### config.mk
export PLATFORM = sky130hd
export DESIGN_NAME = lad_alarm_status
export DESIGN_NICKNAME = d
export VERILOG_FILES = /design/src/lad_pkg.sv /design/src/lad_alarm_status.sv
export VERILOG_INCLUDE_DIRS = /design/src
export SDC_FILE = /design/constraint.sdc
export NUM_CORES = 1
export LEC_CHECK = 0
export ABC_AREA = 1
export BUFFER_PORTS_ARGS = -buffer_cell sky130_fd_sc_hd__buf_2
export CORE_MARGIN = 2
export CORE_UTILIZATION = 57
export DETAILED_ROUTE_END_ITERATION = 6
export PLACE_DENSITY_LB_ADDON = 0.25
export SLEW_MARGIN = 25
export SYNTH_ARGS = -nofsm -noshare
export SYNTH_HDL_FRONTEND = slang
export SYNTH_SLANG_ARGS = --single-unit
### constraint.sdc
create_clock -name clock -period 5.02 [get_ports clock]
set_input_delay 0.251 -clock clock [delete_from_list [all_inputs] [get_ports clock]]
set_output_delay 0.251 -clock clock [all_outputs]
set_load 0.005 [all_outputs]
### src/lad_regs.svh
/*
  Register indices, field positions, reset values and counts for the
  channel alarm status block.
  Assumes: included by the package and the design module by bare name.
*/
`ifndef LAD_REGS_SVH
`define LAD_REGS_SVH

// ==========================================================
// register indices (byte address is four times the index)
`define LAD_IDX_CTRL 8'h00
`define LAD_IDX_CHG 8'h02
`define LAD_IDX_ALARM 8'h03

// ==========================================================
// alarm status fields
`define LAD_AS_PRBS 6
`define LAD_AS_DLOS 5
`define LAD_AS_ALOS 4
`define LAD_AS_FL 3
`define LAD_AS_LOL 2
`define LAD_AS_LOS 1
`define LAD_AS_DMO 0

// ==========================================================
// control fields and reset, change register field
`define LAD_CTL_PRBS_EN 0
`define LAD_CTL_E3 1
`define LAD_CTL_RESET 8'h00
`define LAD_CHG_LOS 1

// ==========================================================
// detector counts: zero run and density window in bit periods, density in percent, PRBS thresholds in errors
`define LAD_LOS_ZEROS 160
`define LAD_DENS_WIN 32
`define LAD_DENS_PCT 33
`define LAD_DENS_MIN ((`LAD_DENS_WIN * `LAD_DENS_PCT + 99) / 100)
`define LAD_PRBS_LOSE 32
`define LAD_PRBS_GAIN 1

`endif

### src/lad_pkg.sv
/*
  Types and address helper for the channel alarm status block.
  Assumes: lad_regs.svh is on the include path.
*/
`include "lad_regs.svh"

package lad_pkg;

  typedef enum logic {LAD_HUNT, LAD_LOCK} lad_lock_t;

  // byte address of a register index
  function automatic logic [7:0] lad_addr(input logic [7:0] idx);
    lad_addr = {idx[5:0], 2'b00};
  endfunction

endpackage

### src/lad_alarm_status.sv
/*
  Channel alarm status: digital loss-of-signal detector, PRBS lock
  indicator, combined loss-of-signal state and an APB register slave.
  Assumes: one clock edge per received bit; line and alarm inputs are
  synchronous to clock; the analog detector, jitter FIFO, lock and drive
  monitors sit outside and hand in their states as levels.
*/
`timescale 1ns/1ps
`include "lad_regs.svh"

module lad_alarm_status
  import lad_pkg::*;
(
  // clock and reset
  input wire logic clock,
  input wire logic rst_n,
  // apb slave
  input wire logic psel,
  input wire logic penable,
  input wire logic pwrite,
  input wire logic [7:0] paddr,
  input wire logic [31:0] pwdata,
  output logic [31:0] prdata,
  output logic pready,
  output logic pslverr,
  // receive line, one bit per clock
  input wire logic rx_pulse,
  input wire logic rx_data,
  // states of neighbouring monitors
  input wire logic analog_los,
  input wire logic fl_alarm,
  input wire logic rx_lol,
  input wire logic tx_dmo,
  // combined loss of signal
  output logic los_defect
);

  // ==========================================================
  // state
  logic [7:0] ctrl, next_ctrl;
  logic [7:0] zero_cnt, next_zero_cnt;
  logic [4:0] win_cnt, next_win_cnt;
  logic [5:0] ones_cnt, next_ones_cnt;
  logic dlos, next_dlos;
  logic [14:0] prbs_sh, next_prbs_sh;
  logic [7:0] bit_cnt, next_bit_cnt;
  logic [5:0] err_cnt, next_err_cnt;
  lad_lock_t lock_st, next_lock_st;
  logic los_chg, next_los_chg;
  logic next_los_defect;
  logic [31:0] next_prdata;
  logic next_pready, next_pslverr;

  logic setup, wr_done, rd_done, prbs_err, prbs_lost;
  logic [5:0] ones_total, err_total;
  logic [7:0] alarm_word;

  assign setup = psel && !penable;
  assign wr_done = psel && penable && pready && pwrite;
  assign rd_done = psel && penable && pready && !pwrite;
  assign prbs_err = rx_data != (prbs_sh[14] ^ prbs_sh[13]);
  assign prbs_lost = lock_st != LAD_LOCK;
  assign ones_total = ones_cnt + {5'h00, rx_pulse};
  // saturate so a long error burst cannot wrap back to a clean count
  assign err_total = (err_cnt == 6'h3F) ? err_cnt : err_cnt + {5'h00, prbs_err};

  always_comb
  begin
    alarm_word = 8'h00;
    alarm_word[`LAD_AS_PRBS] = prbs_lost;
    alarm_word[`LAD_AS_DLOS] = dlos;
    alarm_word[`LAD_AS_ALOS] = analog_los;
    alarm_word[`LAD_AS_FL] = fl_alarm;
    alarm_word[`LAD_AS_LOL] = rx_lol;
    alarm_word[`LAD_AS_LOS] = los_defect;
    alarm_word[`LAD_AS_DMO] = tx_dmo;
  end

  // ==========================================================
  // next values
  always_comb
  begin
    next_ctrl = ctrl;
    next_zero_cnt = zero_cnt;
    next_win_cnt = win_cnt;
    next_ones_cnt = ones_cnt;
    next_dlos = dlos;
    next_prbs_sh = {prbs_sh[13:0], rx_data};
    next_bit_cnt = bit_cnt + 8'h01;
    next_err_cnt = err_total;
    next_lock_st = lock_st;
    next_los_chg = los_chg;
    next_prdata = prdata;
    next_pready = setup;
    next_pslverr = 1'b0;

    // digital detector only runs in DS3/STS-1 operation
    if (ctrl[`LAD_CTL_E3])
    begin
      next_zero_cnt = 8'h00;
      next_win_cnt = 5'h00;
      next_ones_cnt = 6'h00;
      next_dlos = 1'b0;
    end
    else
    begin
      next_zero_cnt = rx_pulse ? 8'h00 : zero_cnt + 8'h01;
      if (!rx_pulse && zero_cnt == 8'(`LAD_LOS_ZEROS - 1))
      begin
        next_dlos = 1'b1;
        next_zero_cnt = 8'(`LAD_LOS_ZEROS - 1);
      end
      next_win_cnt = win_cnt + 5'h01;
      next_ones_cnt = ones_total;
      if (win_cnt == 5'(`LAD_DENS_WIN - 1))
      begin
        next_ones_cnt = 6'h00;
        if (dlos && ones_total >= 6'(`LAD_DENS_MIN))
          next_dlos = 1'b0;
      end
    end

    // checker is self-synchronising, so lock follows the error rate alone
    if (!ctrl[`LAD_CTL_PRBS_EN])
    begin
      next_bit_cnt = 8'h00;
      next_err_cnt = 6'h00;
      next_lock_st = LAD_HUNT;
    end
    else if (bit_cnt == 8'hFF)
    begin
      next_err_cnt = 6'h00;
      if (lock_st == LAD_LOCK && err_total >= 6'(`LAD_PRBS_LOSE))
        next_lock_st = LAD_HUNT;
      else if (lock_st == LAD_HUNT && err_total <= 6'(`LAD_PRBS_GAIN))
        next_lock_st = LAD_LOCK;
    end

    next_los_defect = dlos || analog_los;

    // set wins over the clear-on-read
    if (rd_done && paddr == lad_addr(`LAD_IDX_CHG))
      next_los_chg = 1'b0;
    if (next_los_defect != los_defect)
      next_los_chg = 1'b1;

    if (wr_done && paddr == lad_addr(`LAD_IDX_CTRL))
      next_ctrl = pwdata[7:0];

    // read data and error are captured in the setup cycle
    if (setup)
    begin
      unique case (paddr)
        lad_addr(`LAD_IDX_CTRL): next_prdata = {24'h000000, ctrl};
        lad_addr(`LAD_IDX_CHG): next_prdata = {30'h0000000, los_chg, 1'b0};
        lad_addr(`LAD_IDX_ALARM): next_prdata = {24'h000000, alarm_word};
        default:
        begin
          next_prdata = 32'h00000000;
          next_pslverr = 1'b1;
        end
      endcase
    end
  end

  // ==========================================================
  // registers
  always_ff @(posedge clock or negedge rst_n)
  begin
    if (!rst_n)
    begin
      ctrl <= `LAD_CTL_RESET;
      zero_cnt <= 8'h00;
      win_cnt <= 5'h00;
      ones_cnt <= 6'h00;
      dlos <= 1'b0;
      prbs_sh <= 15'h0000;
      bit_cnt <= 8'h00;
      err_cnt <= 6'h00;
      lock_st <= LAD_HUNT;
      los_chg <= 1'b0;
      los_defect <= 1'b0;
      prdata <= 32'h00000000;
      pready <= 1'b0;
      pslverr <= 1'b0;
    end
    else
    begin
      ctrl <= next_ctrl;
      zero_cnt <= next_zero_cnt;
      win_cnt <= next_win_cnt;
      ones_cnt <= next_ones_cnt;
      dlos <= next_dlos;
      prbs_sh <= next_prbs_sh;
      bit_cnt <= next_bit_cnt;
      err_cnt <= next_err_cnt;
      lock_st <= next_lock_st;
      los_chg <= next_los_chg;
      los_defect <= next_los_defect;
      prdata <= next_prdata;
      pready <= next_pready;
      pslverr <= next_pslverr;
    end
  end
endmodule

==> Flow_metrics.wiki <==
{| class="wikitable"
! Metric !! Value
|-
| Count of standard-cell rows || 27
|-
| Worst setup slack for register-to-register paths || roughly 3100 ps
|-
| Placed Cells || 481
|-
| Cell breakdown of the critical path || xnor2_1 -> xor2_1 -> inv_1 -> ha_1 -> ha_1 -> xnor2_1 -> nand3_1 -> nor2_1 -> nand2_1 -> nand2_1 -> nand2_1 -> inv_1
|-
| Count of fill cells added during filler insertion || roughly 450
|-
| Number of design-rule violations left by the first detailed-router iteration || ~90
|-
| Slowest-stage cell, CP || sky130_fd_sc_hd__dfrtp_1
|-
| Number of instances resized during post-cts repair || 0
|-
| Die Ht || 79.97 um
|-
| Tmin final || just under 2000 ps
|-
| Critical Path End Type || flop
|-
| Wire length per cell after detailed routing || roughly 11 um
|-
| Final estimated routing congestion in global placement || roughly 0.8
|-
| Maximum fanout along the worst path || 4
|-
| Yosys warning count || 0
|-
| Mux share of post-synthesis cell area || 0%
|-
| Placed wire-length estimate after detailed placement || 3866 um
|-
| Vias in the first global route || 2336
|-
| Endpoint of the worst hold path || prbs_sh[0]
|-
| Syn_area_per_cell || 8.748 um^2
|-
| Post-synthesis cell area || 0.003289 mm^2
|-
| Overall Global Routing Usage || around 20%
|-
| Setup violations, final || 0
|-
| Number of standard cells after synthesis || 376
|-
| Placeable Area || 0.005540 mm^2
|-
| Status || completed
|-
| Routed via count || roughly 2400
|-
| Highest clock frequency the design can meet || 511.8 MHz
|-
| Highest ir drop seen on vdd || 0.2091 mV
|-
| Bufs and invs on worst path || 2
|-
| Commonest cells after routing, fill and taps aside || sky130_fd_sc_hd__nand2_1, sky130_fd_sc_hd__dfrtp_1, sky130_fd_sc_hd__inv_1, sky130_fd_sc_hd__buf_2, sky130_fd_sc_hd__nor2_1
|-
| Accumulated negative setup slack || 0 ps
|-
| Setup Buffers After CTS || 0
|-
| Number of inserted diodes || 0
|-
| Total wire length after detailed routing || roughly 5600 um
|-
| Distinct cell type count after synthesis || 31
|-
| Clk Latency, worst-skew pair || ~340 ps
|-
| Dominant combinational cell family by area after synthesis || simple AND/OR/NAND/NOR gates
|-
| Initial antenna violation count || 0
|-
| Startpoint type of the worst setup path || flop
|-
| Clock buffer count from CTS || 9
|-
| Number of vias per cell after detailed routing || between 4 and 5
|-
| Required time at the endpoint of the critical path || around 5300 ps
|-
| Launch point of the worst path || prbs_sh[14]
|-
| RSZ-0062 raised after global routing || false
|-
| Endpoint of the lowest-slack register-to-register path || lock_st
|-
| Area growth, synth to finish || 11.26%
|-
| Worst-case hold slack || roughly 46 ps
|-
| Clk slew on worst S/H paths || ~80 ps
|-
| Post-synthesis adder-cell area fraction || 3.043%
|-
| CTS tree || yes
|-
| Number of synthesized register bits || 70
|-
| Data arrival time of the critical path || 2240 ps
|-
| DIE AREA || 0.006394 mm^2
|-
| Launching point of the worst reg2reg path || prbs_sh[14]
|-
| Final Instance Count excl. Fillers || approximately 500
|-
| DRC viols || 0
|-
| Fraction of the mapped netlist area in compound gates || under 10%
|-
| Final critical-path share of the clock period || 38.92%
|-
| Total of max-cap violations || 0
|-
| Global route overflow || 0
|-
| Hold Violations, Final || 0
|-
| PD cells || between 300 and 400 mW/mm^2
|-
| Worst min-delay path class || input port to flop
|-
| DRT Pass-1 Iters || 4
|-
| First-pass GRT wire length || about 10000 um
|-
| Area share of xor/xnor cells in the synthesized design || under 10%
|-
| Most frequent standard cell in the layout excluding fill and tap cells || sky130_fd_sc_hd__nand2_1
|-
| Family with the most delay on the worst path || XOR/XNOR gates
|-
| Post-Synth Simple-Gate Area || around 23%
|-
| Max-slew violation count || 0
|-
| Most used cell, CP || sky130_fd_sc_hd__nand2_1
|-
| Maximum number of pins on one net before global-route repair || between 70 and 80
|-
| Number of placed I/O pins || 86
|-
| CTS Root Cell || sky130_fd_sc_hd__clkbuf_8
|-
| Least-Margin Pin Slew || 841.5 ps
|-
| Clock skew after layout || around 6.3 ps
|-
| Cell depth of the worst hold path || 1
|-
| Final net count || approximately 480
|-
| Share of synthesized area occupied by flip-flops and latches || a little over half
|-
| Overall power after layout || approximately 1.3 mW
|-
| Slowest Stage Delay on Critical Path || roughly 400 ps
|-
| Clk buf depth || 2
|-
| Startpoint of the worst hold path || rx_data
|-
| Die Wd || ~80 um
|-
| Number of buffer cells added on primary ports || 37
|-
| Routed Antenna Nets || 0
|-
| Worst Path Class, Setup || flop to flop
|-
| Proportion of layout cells with a drive suffix above 1 || 17.18%
|-
| Standby leakage power || 1.992 nW
|-
| Depth of the most critical reg-to-reg path || 12
|-
| Effective utilization at floorplan || between 50% and 60%
|-
| Number of levels in the clock H-tree || 3
|-
| Worst max-slew margin expressed relative to the limit || 43.90%
|-
| Clock sinks || 70
|-
| Post-CTS Hold Buffers || 0
|}
[state kept, by name, indices dropped and copies added, names as in the netlist]
signal      cells
prbs_sh        15
bit_cnt         8
ctrl            8
prdata          8
zero_cnt        8
err_cnt         6
ones_cnt        6
win_cnt         5
dlos            1
lock_st         1
los_chg         1
los_defect      1
pready          1
pslverr         1
[cells by family (layout without fill, tap and decap cells)]
kind of cell / after synthesis / after routing
flip-flops: 70 / 70
AO/OA/AOI/OAI: 37 / 37
adder cells (fa/ha/maj): 8 / 8
other: 1 / 24
XOR/XNOR: 6 / 6
buffers and inverters: 80 / 106
AND/OR/NAND/NOR: 174 / 174
[layout make-up]
type	count	area, um^2	share of cell area [%]
sequential	70	1752	47.86
multi-input combinational	249	1225	33.47
inverter	52	195.2	5.333
timing repair buffer	38	192.7	5.265
clock buffer	9	123.9	3.385
tap	72	90.09	2.462
clock inverter	7	81.33	2.222
[where the power goes]
| part | total [mW] | switching, mW | internal (mW) |
|---|---|---|---|
| Clock | 0.459 | 0.223 | 0.236 |
| Combinational | 0.166 | 0.101 | 0.0651 |
| Sequential | 0.645 | 0.0312 | 0.613 |
[worst max-delay path by stage]
stage,endpoint,cells past startpoint
floorplan,lock_st,12
finish,lock_st,12
global placement,lock_st,12
global route,lock_st,12
detailed placement,lock_st,14
CTS,lock_st,14
[synth_stat cells]
cell type                   n  area, um^2
sky130_fd_sc_hd__nand2_1   94       352.8
sky130_fd_sc_hd__conb_1     1       3.750
sky130_fd_sc_hd__nor2_2     2       12.51
sky130_fd_sc_hd__a31oi_1    2       12.51
sky130_fd_sc_hd__o21ai_0   12       60.06
sky130_fd_sc_hd__inv_1     50       187.7
sky130_fd_sc_hd__inv_2      1       3.750
sky130_fd_sc_hd__buf_6      1       11.26
sky130_fd_sc_hd__xor2_1     4       35.03
sky130_fd_sc_hd__or2_2      1       6.260
sky130_fd_sc_hd__clkbuf_1   2       7.510
sky130_fd_sc_hd__nand2_2    2       12.51
sky130_fd_sc_hd__clkinv_1   1       3.750
sky130_fd_sc_hd__nor3_1     3       15.01
sky130_fd_sc_hd__xnor2_1    2       17.52
sky130_fd_sc_hd__dfrtp_1   70        1752
sky130_fd_sc_hd__nor3_2     1       10.01
sky130_fd_sc_hd__a311oi_1   1       8.760
sky130_fd_sc_hd__nand3_2    2       20.02
sky130_fd_sc_hd__nor4_1     1       6.260
sky130_fd_sc_hd__buf_4     24       180.2
sky130_fd_sc_hd__ha_1       8       100.1
sky130_fd_sc_hd__nand3_1   26       130.1
sky130_fd_sc_hd__buf_2      1       5.000
sky130_fd_sc_hd__a21oi_1   14       70.07
sky130_fd_sc_hd__nor2_4     1       11.26
sky130_fd_sc_hd__nand3b_4   1       20.02
sky130_fd_sc_hd__o21ai_2    8       70.07
sky130_fd_sc_hd__nand4_1    4       25.02
sky130_fd_sc_hd__nor3b_1    1       7.510
sky130_fd_sc_hd__nor2_1    35       131.4
[layer usage]
layer / vias to the layer above / global-route usage, % / part of all wire, %
li1: 1224 / - / -
met5: - / 0 / 0
met2: 69 / 33.42 / 51
met3: 6 / 5.882 / 5.0
met4: 0 / 8.475 / 1.2
met1: 1130 / 25.04 / 43
[stage by stage]
stage                     worst slack (ps)  cell area (um^2)  util, %
after global placement                3168              3455    62.35
after global routing                  2830              3660    66.06
final                                 3066              3660    66.06
after floorplan                       3304              3376        -
after CTS                             3076              3660    66.06
after detailed placement              3116              3455    62.35
Power figures use the tool's default switching activity.
